$ cat src/rtl/trap_cause_pkg.sv
// Purpose: Shared constants for the machine trap cause logic.
// Assumes: 64-bit machine word, 32-bit Avalon-MM register bus with word addresses.
// Notes: Cause codes are 6 bits wide; the stored code field is bits 5:0, and trap entry clears the bits between it and the flag.
package trap_cause_pkg;

  // ==========================================================================
  // Widths
  localparam int unsigned MACHINE_WORD_WIDTH = 64;
  localparam int unsigned CODE_W = 6;
  localparam int unsigned ADDR_W = 4;
  localparam int unsigned DATA_W = 32;
  localparam int unsigned IRQ_FLAG_POS = 63;

  // ==========================================================================
  // Register word indices
  localparam logic [3:0] REG_CAUSE_LO = 4'h0;
  localparam logic [3:0] REG_CAUSE_HI = 4'h1;
  localparam logic [3:0] REG_EPC_LO = 4'h2;
  localparam logic [3:0] REG_EPC_HI = 4'h3;
  localparam logic [3:0] REG_TVAL_LO = 4'h4;
  localparam logic [3:0] REG_TVAL_HI = 4'h5;
  localparam logic [3:0] REG_CTRL = 4'h6;
  localparam logic [3:0] REG_STATUS = 4'h7;

  // Field positions and reset values
  localparam int unsigned CTRL_MIS_FIRST_POS = 0;
  localparam int unsigned STATUS_LAST_IRQ_POS = 0;
  localparam int unsigned STATUS_TRAP_SEEN_POS = 1;
  localparam logic [63:0] CAUSE_RESET = 64'h0000_0000_0000_0000;
  localparam logic [63:0] EPC_RESET = 64'h0000_0000_0000_0000;
  localparam logic [63:0] TVAL_RESET = 64'h0000_0000_0000_0000;
  localparam logic CTRL_MIS_FIRST_RESET = 1'b0;
  localparam logic [31:0] UNMAPPED_READ = 32'h0000_0000;

  // ==========================================================================
  // Interrupt codes
  localparam logic [5:0] IRQ_SSW = 6'h01;
  localparam logic [5:0] IRQ_MSW = 6'h03;
  localparam logic [5:0] IRQ_STIMER = 6'h05;
  localparam logic [5:0] IRQ_MTIMER = 6'h07;
  localparam logic [5:0] IRQ_SEXT = 6'h09;
  localparam logic [5:0] IRQ_MEXT = 6'h0B;
  localparam logic [5:0] IRQ_LCOF = 6'h0D;

  // Exception codes
  localparam logic [5:0] EXC_IMISALIGN = 6'h00;
  localparam logic [5:0] EXC_IACCESS = 6'h01;
  localparam logic [5:0] EXC_ILLEGAL = 6'h02;
  localparam logic [5:0] EXC_BREAK = 6'h03;
  localparam logic [5:0] EXC_LMISALIGN = 6'h04;
  localparam logic [5:0] EXC_LACCESS = 6'h05;
  localparam logic [5:0] EXC_SMISALIGN = 6'h06;
  localparam logic [5:0] EXC_SACCESS = 6'h07;
  localparam logic [5:0] EXC_ECALL_U = 6'h08;
  localparam logic [5:0] EXC_ECALL_S = 6'h09;
  localparam logic [5:0] EXC_ECALL_M = 6'h0B;
  localparam logic [5:0] EXC_IPAGE = 6'h0C;
  localparam logic [5:0] EXC_LPAGE = 6'h0D;
  localparam logic [5:0] EXC_SPAGE = 6'h0F;
  localparam logic [5:0] EXC_DOUBLE = 6'h10;
  localparam logic [5:0] EXC_SWCHECK = 6'h12;
  localparam logic [5:0] EXC_HWERR = 6'h13;
  localparam logic [5:0] CUSTOM_LO_FIRST = 6'h18;
  localparam logic [5:0] CUSTOM_LO_LAST = 6'h1F;
  localparam logic [5:0] CUSTOM_HI_FIRST = 6'h30;

  // Privilege encodings
  localparam logic [1:0] PRIV_U = 2'h0;
  localparam logic [1:0] PRIV_S = 2'h1;

endpackage

$ cat src/rtl/machine_trap_cause_logic.sv
// Purpose: Records cause, exception PC and trap value on machine trap entry.
// Assumes: Pipeline raises trap_commit_i for one cycle per committed trap.
// Notes: Registers sit on an Avalon-MM slave with one wait cycle per access.

// Overview of operation
// - Load cause register on every machine trap
// - Hardware writes cause only on trap entry
// - Top bit set for interrupts, clear otherwise
// - Code field holds supported codes only; software writes are stored unchecked
// - Loads load-class, stores and AMOs store-class
// - Privilege violations reported as illegal instruction
// - Software interrupts codes 1 and 3
// - Timer interrupts codes 5 and 7
// - External interrupts codes 9 and 11
// - Counter-overflow interrupt code 13
// - Fetch exception codes 0 to 3
// - Data access exception codes 4 to 7
// - Environment call code by originating privilege
// - Page faults codes 12, 13, 15
// - Double trap 16, software check 18, error 19
// - Custom codes only in custom ranges
// - Several exceptions: record only highest priority
// - Breakpoint, then fetch translation, then fetch access
// - Then illegal, misaligned target, ecall, breaks
// - Data: misaligned, translation, access, misaligned
// - Misaligned rank above or below data faults
// - Breaks share code; misaligned from control flow
// - Software check trap value zero or informative
// - Hardware error: PC and faulting address
// - Hardware error ranked where corruption detected
// - Exception PC records trapping instruction address
module machine_trap_cause_logic (
  // Clock and reset
  input wire logic sys_clk_i,
  input wire logic nrst_i,
  // Trap commit from pipeline
  input wire logic trap_commit_i,
  input wire logic [63:0] trap_pc_i,
  input wire logic [63:0] fault_vaddr_i,
  input wire logic [63:0] swcheck_info_i,
  input wire logic [1:0] priv_i,
  input wire logic access_is_store_i,
  // Interrupt requests
  input wire logic irq_ssw_i,
  input wire logic irq_msw_i,
  input wire logic irq_stimer_i,
  input wire logic irq_mtimer_i,
  input wire logic irq_sext_i,
  input wire logic irq_mext_i,
  input wire logic irq_lcof_i,
  // Synchronous exceptions
  input wire logic exc_double_i,
  input wire logic exc_ibreak_i,
  input wire logic exc_ixlate_i,
  input wire logic exc_ixlate_page_i,
  input wire logic exc_iaccess_i,
  input wire logic exc_hwerr_fetch_i,
  input wire logic exc_illegal_i,
  input wire logic exc_imisalign_i,
  input wire logic exc_ecall_i,
  input wire logic exc_ebreak_i,
  input wire logic exc_dbreak_i,
  input wire logic exc_swcheck_i,
  input wire logic exc_dmisalign_i,
  input wire logic exc_dxlate_i,
  input wire logic exc_dxlate_page_i,
  input wire logic exc_daccess_i,
  input wire logic exc_hwerr_data_i,
  input wire logic exc_custom_i,
  input wire logic [5:0] exc_custom_code_i,
  // Avalon-MM slave
  input wire logic [3:0] avs_address_i,
  input wire logic avs_read_i,
  input wire logic avs_write_i,
  input wire logic [31:0] avs_writedata_i,
  input wire logic [3:0] avs_byteenable_i,
  output logic [31:0] avs_readdata_o,
  output logic avs_waitrequest_o,
  // Captured trap state
  output logic [63:0] trap_cause_o,
  output logic [63:0] trap_epc_o,
  output logic [63:0] trap_tval_o,
  output logic trap_taken_o
);

  // ==========================================================================
  // State
  typedef struct packed {
    logic [63:0] trap_cause;
    logic [63:0] epc;
    logic [63:0] tval;
    logic mis_first;
    logic last_irq;
    logic trap_seen;
    logic taken;
    logic wait_req;
    logic [31:0] rdata;
  } state_t;

  state_t st_reg;
  state_t st_next;

  logic any_irq;
  logic [5:0] irq_code;
  logic any_exc;
  logic [5:0] exc_code;
  logic [63:0] exc_tval;
  logic custom_ok;
  logic [63:0] sel_cause;
  logic bus_req;
  logic bus_ack;

  function automatic logic [31:0] merge_be(input logic [31:0] old_w, input logic [31:0] new_w,
                                           input logic [3:0] be);
    logic [31:0] res;
    res = old_w;
    for (int i = 0; i < 4; i++) begin
      if (be[i]) begin
        res[i*8 +: 8] = new_w[i*8 +: 8];
      end
    end
    return res;
  endfunction

  function automatic logic [5:0] ecall_code(input logic [1:0] priv);
    logic [5:0] c;
    c = trap_cause_pkg::EXC_ECALL_M;
    if (priv == trap_cause_pkg::PRIV_U) begin
      c = trap_cause_pkg::EXC_ECALL_U;
    end else if (priv == trap_cause_pkg::PRIV_S) begin
      c = trap_cause_pkg::EXC_ECALL_S;
    end
    return c;
  endfunction

  // ==========================================================================
  // Interrupt selection: machine before supervisor, external first
  // The order among interrupts is our own; software reads the code, not the rank
  always_comb begin
    any_irq = irq_mext_i | irq_msw_i | irq_mtimer_i | irq_sext_i | irq_ssw_i | irq_stimer_i | irq_lcof_i;
    irq_code = trap_cause_pkg::IRQ_LCOF;
    if (irq_mext_i) begin
      irq_code = trap_cause_pkg::IRQ_MEXT;
    end else if (irq_msw_i) begin
      irq_code = trap_cause_pkg::IRQ_MSW;
    end else if (irq_mtimer_i) begin
      irq_code = trap_cause_pkg::IRQ_MTIMER;
    end else if (irq_sext_i) begin
      irq_code = trap_cause_pkg::IRQ_SEXT;
    end else if (irq_ssw_i) begin
      irq_code = trap_cause_pkg::IRQ_SSW;
    end else if (irq_stimer_i) begin
      irq_code = trap_cause_pkg::IRQ_STIMER;
    end
  end

  // ==========================================================================
  // Synchronous exception priority; one winner per instruction
  always_comb begin
    // Codes 32-47 are never produced from the custom path
    custom_ok = (exc_custom_code_i >= trap_cause_pkg::CUSTOM_LO_FIRST &&
                 exc_custom_code_i <= trap_cause_pkg::CUSTOM_LO_LAST) ||
                (exc_custom_code_i >= trap_cause_pkg::CUSTOM_HI_FIRST);
    any_exc = 1'b1;
    exc_tval = fault_vaddr_i;
    exc_code = '0;
    if (exc_double_i) begin
      exc_code = trap_cause_pkg::EXC_DOUBLE;
      exc_tval = '0;
    end else if (exc_ibreak_i) begin
      exc_code = trap_cause_pkg::EXC_BREAK;
    end else if (exc_ixlate_i) begin
      exc_code = exc_ixlate_page_i ? trap_cause_pkg::EXC_IPAGE : trap_cause_pkg::EXC_IACCESS;
    end else if (exc_iaccess_i) begin
      exc_code = trap_cause_pkg::EXC_IACCESS;
    end else if (exc_hwerr_fetch_i) begin
      exc_code = trap_cause_pkg::EXC_HWERR;
    end else if (exc_illegal_i) begin
      // Privilege violations arrive here too; no separate code exists
      exc_code = trap_cause_pkg::EXC_ILLEGAL;
      exc_tval = '0;
    end else if (exc_imisalign_i) begin
      exc_code = trap_cause_pkg::EXC_IMISALIGN;
    end else if (exc_ecall_i) begin
      exc_code = ecall_code(priv_i);
      exc_tval = '0;
    end else if (exc_ebreak_i || exc_dbreak_i) begin
      exc_code = trap_cause_pkg::EXC_BREAK;
    end else if (exc_swcheck_i) begin
      exc_code = trap_cause_pkg::EXC_SWCHECK;
      exc_tval = swcheck_info_i;
    end else if (exc_dmisalign_i && st_reg.mis_first) begin
      // Early rank suits cores that never support misaligned data
      exc_code = access_is_store_i ? trap_cause_pkg::EXC_SMISALIGN : trap_cause_pkg::EXC_LMISALIGN;
    end else if (exc_dxlate_i) begin
      if (exc_dxlate_page_i) begin
        exc_code = access_is_store_i ? trap_cause_pkg::EXC_SPAGE : trap_cause_pkg::EXC_LPAGE;
      end else begin
        exc_code = access_is_store_i ? trap_cause_pkg::EXC_SACCESS : trap_cause_pkg::EXC_LACCESS;
      end
    end else if (exc_daccess_i) begin
      exc_code = access_is_store_i ? trap_cause_pkg::EXC_SACCESS : trap_cause_pkg::EXC_LACCESS;
    end else if (exc_hwerr_data_i) begin
      exc_code = trap_cause_pkg::EXC_HWERR;
    end else if (exc_dmisalign_i) begin
      // Late rank suits cores that translate and check before judging alignment
      exc_code = access_is_store_i ? trap_cause_pkg::EXC_SMISALIGN : trap_cause_pkg::EXC_LMISALIGN;
    end else if (exc_custom_i && custom_ok) begin
      exc_code = exc_custom_code_i;
      exc_tval = '0;
    end else begin
      // Nothing raised: the code field stays zero with the flag clear
      any_exc = 1'b0;
      exc_tval = '0;
    end
  end

  // ==========================================================================
  // Next state
  always_comb begin
    st_next = st_reg;
    bus_req = avs_read_i | avs_write_i;
    bus_ack = bus_req & ~st_reg.wait_req;
    // Interrupts win over exceptions on the same commit
    sel_cause = '0;
    sel_cause[trap_cause_pkg::IRQ_FLAG_POS] = any_irq;
    sel_cause[trap_cause_pkg::CODE_W-1:0] = any_irq ? irq_code : exc_code;
    st_next.taken = 1'b0;

    // Bus: one wait cycle, then answer and release for one cycle
    // A request still held after its answer is taken again, so it costs two cycles
    st_next.wait_req = ~(bus_req & st_reg.wait_req);
    if (bus_req && st_reg.wait_req && avs_read_i) begin
      unique case (avs_address_i)
        trap_cause_pkg::REG_CAUSE_LO: st_next.rdata = st_reg.trap_cause[31:0];
        trap_cause_pkg::REG_CAUSE_HI: st_next.rdata = st_reg.trap_cause[63:32];
        trap_cause_pkg::REG_EPC_LO: st_next.rdata = st_reg.epc[31:0];
        trap_cause_pkg::REG_EPC_HI: st_next.rdata = st_reg.epc[63:32];
        trap_cause_pkg::REG_TVAL_LO: st_next.rdata = st_reg.tval[31:0];
        trap_cause_pkg::REG_TVAL_HI: st_next.rdata = st_reg.tval[63:32];
        trap_cause_pkg::REG_CTRL: st_next.rdata = {31'h0000_0000, st_reg.mis_first};
        trap_cause_pkg::REG_STATUS: st_next.rdata = {30'h0000_0000, st_reg.trap_seen, st_reg.last_irq};
        default: st_next.rdata = trap_cause_pkg::UNMAPPED_READ;
      endcase
    end

    // Software writes; code field is stored as written, software keeps it legal
    if (bus_ack && avs_write_i) begin
      unique case (avs_address_i)
        trap_cause_pkg::REG_CAUSE_LO:
          st_next.trap_cause[31:0] = merge_be(st_reg.trap_cause[31:0], avs_writedata_i, avs_byteenable_i);
        trap_cause_pkg::REG_CAUSE_HI:
          st_next.trap_cause[63:32] = merge_be(st_reg.trap_cause[63:32], avs_writedata_i, avs_byteenable_i);
        trap_cause_pkg::REG_EPC_LO: begin
          st_next.epc[31:0] = merge_be(st_reg.epc[31:0], avs_writedata_i, avs_byteenable_i);
          st_next.epc[0] = 1'b0;
        end
        trap_cause_pkg::REG_EPC_HI:
          st_next.epc[63:32] = merge_be(st_reg.epc[63:32], avs_writedata_i, avs_byteenable_i);
        trap_cause_pkg::REG_TVAL_LO:
          st_next.tval[31:0] = merge_be(st_reg.tval[31:0], avs_writedata_i, avs_byteenable_i);
        trap_cause_pkg::REG_TVAL_HI:
          st_next.tval[63:32] = merge_be(st_reg.tval[63:32], avs_writedata_i, avs_byteenable_i);
        trap_cause_pkg::REG_CTRL: begin
          if (avs_byteenable_i[0]) begin
            st_next.mis_first = avs_writedata_i[trap_cause_pkg::CTRL_MIS_FIRST_POS];
          end
        end
        default: begin
        end
      endcase
    end

    // Trap entry overrides a software write to cause, exception PC or trap value in the same cycle
    if (trap_commit_i) begin
      st_next.trap_cause = sel_cause;
      st_next.epc = {trap_pc_i[63:1], 1'b0};
      st_next.tval = any_irq ? 64'h0000_0000_0000_0000 : exc_tval;
      st_next.last_irq = any_irq;
      st_next.trap_seen = 1'b1;
      st_next.taken = 1'b1;
    end
  end

  always_ff @(posedge sys_clk_i or negedge nrst_i) begin
    if (!nrst_i) begin
      st_reg.trap_cause <= trap_cause_pkg::CAUSE_RESET;
      st_reg.epc <= trap_cause_pkg::EPC_RESET;
      st_reg.tval <= trap_cause_pkg::TVAL_RESET;
      st_reg.mis_first <= trap_cause_pkg::CTRL_MIS_FIRST_RESET;
      st_reg.last_irq <= 1'b0;
      st_reg.trap_seen <= 1'b0;
      st_reg.taken <= 1'b0;
      st_reg.wait_req <= 1'b1;
      st_reg.rdata <= 32'h0000_0000;
    end else begin
      st_reg <= st_next;
    end
  end

  assign avs_readdata_o = st_reg.rdata;
  assign avs_waitrequest_o = st_reg.wait_req;
  assign trap_cause_o = st_reg.trap_cause;
  assign trap_epc_o = st_reg.epc;
  assign trap_tval_o = st_reg.tval;
  assign trap_taken_o = st_reg.taken;
endmodule

$ cat config.mk
export PLATFORM = sky130hd
export DESIGN_NAME = machine_trap_cause_logic
export DESIGN_NICKNAME = d
export VERILOG_FILES = /design/src/rtl/trap_cause_pkg.sv /design/src/rtl/machine_trap_cause_logic.sv
export SDC_FILE = /design/constraint.sdc
export NUM_CORES = 1
export LEC_CHECK = 0
export BUFFER_PORTS_ARGS = -buffer_cell sky130_fd_sc_hd__buf_4
export CORE_AREA = 2 2 194 196
export CTS_BUF_LIST = sky130_fd_sc_hd__clkbuf_4
export DETAILED_ROUTE_END_ITERATION = 8
export DIE_AREA = 0 0 196 198
export GPL_ROUTABILITY_DRIVEN = 0
export GPL_TIMING_DRIVEN = 0
export SETUP_SLACK_MARGIN = 0.4
export SKIP_LAST_GASP = 1
export SLEW_MARGIN = 20
export SYNTH_ARGS = -nofsm -noshare
export SYNTH_HDL_FRONTEND = slang
export SYNTH_SLANG_ARGS = --single-unit
export TNS_END_PERCENT = 30
$ cat constraint.sdc
create_clock -name sys_clk_i -period 2.3 [get_ports sys_clk_i]
set_input_delay 0.345 -clock sys_clk_i [delete_from_list [all_inputs] [get_ports sys_clk_i]]
set_output_delay 0.345 -clock sys_clk_i [all_outputs]
set_load 0.03 [all_outputs]
Word level (Yosys, flattened, before mapping)
Cells that the tools add are included.
{"block": "classes", "n_lt_le_gt_ge": 3, "bitwise_logic": 11, "reduce_logical": 47, "eq_ne": 8, "mux": 63}
{"cell": "64-bit two-way mux", "count": 16}
{"cell": "32-bit case mux with 8 select lines", "count": 1}
{"cell": "193-bit two-way mux", "count": 1}
{"cell": "192-bit two-way mux", "count": 1}
{"cell": "32-bit two-way mux", "count": 6}
{"cell": "6-bit two-way mux", "count": 18}
{"cell": "3-bit AND reduction", "count": 25}
{"cell": "8-bit two-way mux", "count": 5}
{"cell": "4-bit two-way mux", "count": 7}
{"cell": "2-bit nonzero test", "count": 11}
{"cell": "4-bit by 3-bit equality test with 1-bit output, second input constant", "count": 4}
{"cell": "2-bit two-way mux", "count": 5}
{"cell": "4-bit by 2-bit equality test with 1-bit output, second input constant", "count": 2}
{"cell": "1-bit OR", "count": 7}
{"cell": "6-bit by 5-bit >= comparator with 1-bit output, second input constant", "count": 1}
{"cell": "6-bit >= comparator, second input constant", "count": 1}
{"cell": "6-bit by 5-bit <= comparator with 1-bit output, second input constant", "count": 1}
{"cell": "1-bit logical AND", "count": 6}
{"cell": "4-bit by 1-bit equality test with 1-bit output, second input constant", "count": 1}
{"cell": "4-bit zero test", "count": 1}
{"cell": "1-bit two-way mux", "count": 3}
{"cell": "1-bit bitwise AND", "count": 2}
{"cell": "2-bit by 1-bit equality test with 1-bit output, second input constant", "count": 1}
{"cell": "2-bit zero test", "count": 1}
{"cell": "other kinds (3)", "count": 5}
{"block": "word_totals", "input_bits": 271, "out_inout_bits": 226, "word_cells": 163, "regBits": 229}

Logic depth before layout (Yosys ltp)
{"block": "logic_depth", "ltp_word": 22, "mapped_depth": 9, "mapped_depth_nobuf": 5}

Worst setup path before layout
Ideal clock, no wire load.
{"block": "synth_timing", "path_type": "reg2reg", "from": "register st_reg (netlist bit avs_waitrequest_o)", "to": "register st_reg (netlist bit trap_cause_o[21])", "path_buffers": 3, "required_ns": 2.171, "t_arrival_ns": 1.827, "period_less_slack_ns": 1.955, "slack_ns": 0.345, "stages_incl_launch_ff": 8, "setup_ns": 0.129, "path_cell_list": "dfstp_2 buf_2 nor2b_1 and2_0 clkbuf_1 a21oi_1 buf_2 o21ai_0"}
{"block": "synth_via", "elab_chain_len": 5}
{"item": "start: declaration", "line": "machine_trap_cause_logic.sv:100", "source": "state_t st_reg;"}
{"item": "start signal: assignment", "line": "machine_trap_cause_logic.sv:297", "source": "st_reg <= st_next;"}
{"item": "1-bit NOT", "line": "machine_trap_cause_logic.sv:223", "source": "bus_ack = bus_req & ~st_reg.wait_req;"}
{"item": "1-bit bitwise AND", "line": "machine_trap_cause_logic.sv:223"}
{"item": "1-bit logical AND", "line": "machine_trap_cause_logic.sv:248", "source": "if (bus_ack && avs_write_i) begin"}
{"item": "2-bit nonzero test (no source line)"}
{"item": "3-bit AND reduction (no source line)"}
No other way between the ends.
A chain may end at the register's enable or synchronous reset.

Worst setup path after layout
{"block": "layout_timing", "from": "register st_reg (netlist bit avs_waitrequest_o)", "to": "register st_reg (netlist bit trap_epc_o[26])"}
The elaborated chain is that of the path after synthesis.

==> flow_metrics.env <==
export IMPL_setup_violations_final=0
export IMPL_synth_nets=1880
export IMPL_r2r_start="avs_waitrequest_o$_DFF_PN1_"
export IMPL_viasPerCell=5.65
export IMPL_post_place_ws_ns=-0.857
export IMPL_clock_sinks=228
export IMPL_multi_input_area_mm2=0.00654
export IMPL_dr_pass1_iters=7
export IMPL_slowest_delay_ns=0.38
export IMPL_gr_total_overflow=0
export IMPL_cts_buffer_depth=3
export IMPL_power_density_mw_per_mm2=568
export IMPL_drive_above_1_share_pct=43.5
export IMPL_ys_flop_type="dfrtp_1"
export IMPL_cts_buffers=66
export IMPL_clkLatencyLatePin_ns=0.70
export IMPL_cts_tree="yes"
export IMPL_crit_type="flop to flop"
export IMPL_die_w_um=196
export IMPL_slew_viol_final=0
export IMPL_nNetsFinal=2565
export IMPL_area_growth_pct=46.8
export IMPL_synth_cell_types=70
export IMPL_setup_worst_path_end_class="flop"
export IMPL_fmax_mhz=518
export IMPL_netlist_instances=1609
export IMPL_crit_family="buffers and inverters"
export IMPL_synth_cell_area_mm2=0.0144
export IMPL_dp_hpwl_mm=54.3
export IMPL_slowest_stage="dfstp_2"
export IMPL_slew_headroom_pct=31.4
export IMPL_synth_area_per_cell_um2=8.92
export IMPL_holdWs_ns=0.0164
export IMPL_synth_seq_cells=228
export IMPL_r2r_cells=8
export IMPL_final_cell_mix="buf_4, nand2_1, dfrtp_1"
export IMPL_hold_class="input port to flop"
export IMPL_initial_utilization_pct=38.9
export IMPL_cp_start_kind="flop"
export IMPL_worstPathRequired_ns=2.91
export IMPL_coreArea_mm2=0.0370
export IMPL_r2r_setup_slack_ns=0.37
export IMPL_holdPathEnd="trap_tval_o[4]$_DFFE_PN0P_"
export IMPL_dp_cells=2574
export IMPL_timing_clock_skew_ns=0.0452
export IMPL_rr_endpoint="trap_epc_o[26]$_DFFE_PN0P_"
export IMPL_whs_path_depth=3
export IMPL_grt_usage_pct=35.8
export IMPL_fp_dieH_um=198
export IMPL_grt_pass1_vias=15800
export IMPL_cp_cell_sequence="buf_8, nor3b_4, buf_4, buf_6, buf_12, nand2_1, a21oi_1, a21o_1"
export IMPL_crit_fanout=7
export IMPL_period_share_pct=83.9
export IMPL_post_drt_wl_per_cell_um=25.4
export IMPL_route_vias_total=15900
export IMPL_htreeDepth=3
export IMPL_layoutNonFillerInstCount=2814
export IMPL_yosysSeqAreaShare_pct=39.7
export IMPL_grt_pass1_wl_mm=102
export IMPL_drt_iter0_drc=1280
export IMPL_synth_edf_count=0
export IMPL_dieArea_mm2=0.0388
export IMPL_io_pins=497
export IMPL_worstMarginPinSlew_ns=1.02
export IMPL_drc=0
export IMPL_routed_wl_mm=71.4
export IMPL_final_core_util_pct=57.0
export IMPL_async_flop_share_pct=100
export IMPL_final_common_cell="buf_4"
export IMPL_ys_warn_count=0
export IMPL_hp_start="avs_writedata_i[4]"
export IMPL_port_buffers=489
export IMPL_ir_worst_vdd_mv=0.282
export IMPL_hold_violations=0
export IMPL_setup_ws_ns=0.370
export IMPL_rsz0062_at_grt="yes"
export IMPL_power_leakage_nw=10.4
export IMPL_clockRootBuffer="clkbuf_4"
export IMPL_drv_cap=0
export IMPL_cp_arrival_ns=2.54
export IMPL_grt_max_degree=85
export IMPL_rows=71
export IMPL_crit_buf_inv=4
export IMPL_antenna_found_initial=6
export IMPL_ant_nets=0
export IMPL_fill_cells=3453
export IMPL_clkTransAtPathRegs_ns=0.06
export IMPL_min_period_ns=1.93
export IMPL_status="completed"
export IMPL_seq_area_mm2=0.00571
==> Yosys cell counts (all sizes together), types with 2 or more instances <==
cell type	n	share of area, %
buf	300	15
nand2	234	6.1
dfrtp	227	40
o21ai	172	6.1
a21oi	122	4.6
nor2	68	1.8
a22oi	53	2.8
a21o	46	2.5
and2	42	1.8
clkbuf	40	1.0
a221oi	36	2.2
a22o	32	2.0
a221o	31	2.2
a31oi	29	1.3
o211ai	27	1.5
o31ai	15	0.78
o32ai	13	0.79
mux2i	12	0.84
nor3b	11	0.77
nand2b	10	0.49
nor3	10	0.58
inv	9	0.24
a32oi	8	0.49
a41oi	7	0.43
a32o	6	0.42
a211oi	5	0.26
nor4	5	0.53
nor2b	4	0.17
a222oi	3	0.21
nand3	3	0.10
or3	3	0.17
a311oi	2	0.12
and3b	2	0.12
mux2	2	0.16
nand4	2	0.087
nor4b	2	0.33
or2	2	0.087
==> repair_timing <==
item                                   4_1_cts  5_1_grt
gates resized for setup                     65       59
endpoints found under the hold margin      157        2
pin swaps                                   12        6
hold buffers                                79        2
setup buffers                               29       16
setup endpoints to repair                  216      152
==> area by class of cell <==
type,count,share of cell area [%]
Clock inverter,14,0.380
Inverter,9,0.160
Multi-Input combinational cell,1032,31.0
Sequential cell,228,27.1
Clock buffer,94,3.35
Antenna cell,6,0.0712
Tap cell,474,2.81
Timing Repair Buffer,617,23.4
Buffer,340,11.8
==> worst max-delay path by stage <==
stage	startpoint	to	slack, ns	cells after the start
2_1_floorplan	avs_waitrequest_o$_DFF_PN1_	trap_epc_o[63]$_DFFE_PN0P_	0.35	7
5_1_grt	avs_waitrequest_o$_DFF_PN1_	trap_tval_o[47]$_DFFE_PN0P_	0.30	8
3_5_place_dp	trap_commit_i	trap_cause_o[43]$_DFFE_PN0P_	-0.86	7
4_1_cts	avs_waitrequest_o$_DFF_PN1_	trap_tval_o[33]$_DFFE_PN0P_	0.26	7
3_3_place_gp	nrst_i	avs_readdata_o[11]$_DFFE_PN0P_	-0.99	1
6_report	avs_waitrequest_o$_DFF_PN1_	trap_epc_o[26]$_DFFE_PN0P_	0.37	8
==> through the flow <==
| stage | setup TNS [ns] | power, mW | cell area, um^2 |
|---|---|---|---|
| after global placement | -305.17 | 7.90 | 18600 |
| after detailed placement | -87.07 | 7.95 | 18700 |
| final | 0 | 12.0 | 21100 |
| after global routing | 0 | 12.5 | 21100 |
| after floorplan | 0 | 6.43 | 14400 |
| after CTS | 0 | 11.9 | 20800 |
==> tightest hold or removal path: cells and delay by family <==
family                 cells  cell delay [ns]
buffers and inverters      1             0.13
AOI/OAI and AO/OA          1             0.08
and+or+nand+nor            1             0.10
==> logic make-up (layout without fill, tap and decap cells) <==
logic type / count (synthesis) / count (layout) / synth area share [%]
AND/OR/NAND/NOR: 402 / 402 / 13.5
buffers and inverters: 349 / 1074 / 16.6
other: 1 / 7 / 0.0261
multiplexers: 14 / 14 / 0.993
AO/OA/AOI/OAI: 615 / 615 / 29.2
flip-flops: 228 / 228 / 39.7
==> power breakdown <==
group	internal, mW	switching (mW)
registers	4.31	0.298
logic	1.62	1.95
clock network	1.97	1.81
total	7.90	4.06
==> routing by layer <==
| layer | track usage, % | share of wire [%] | up-vias |
|---|---|---|---|
| li1 | - | - | 7042 |
| met1 | 44.7 | 40 | 7814 |
| met2 | 59.9 | 48 | 882 |
| met3 | 7.03 | 8.0 | 160 |
| met4 | 16.8 | 4.1 | 0 |
| met5 | 0 | 0 | - |
(Power assumes the default switching activity.)
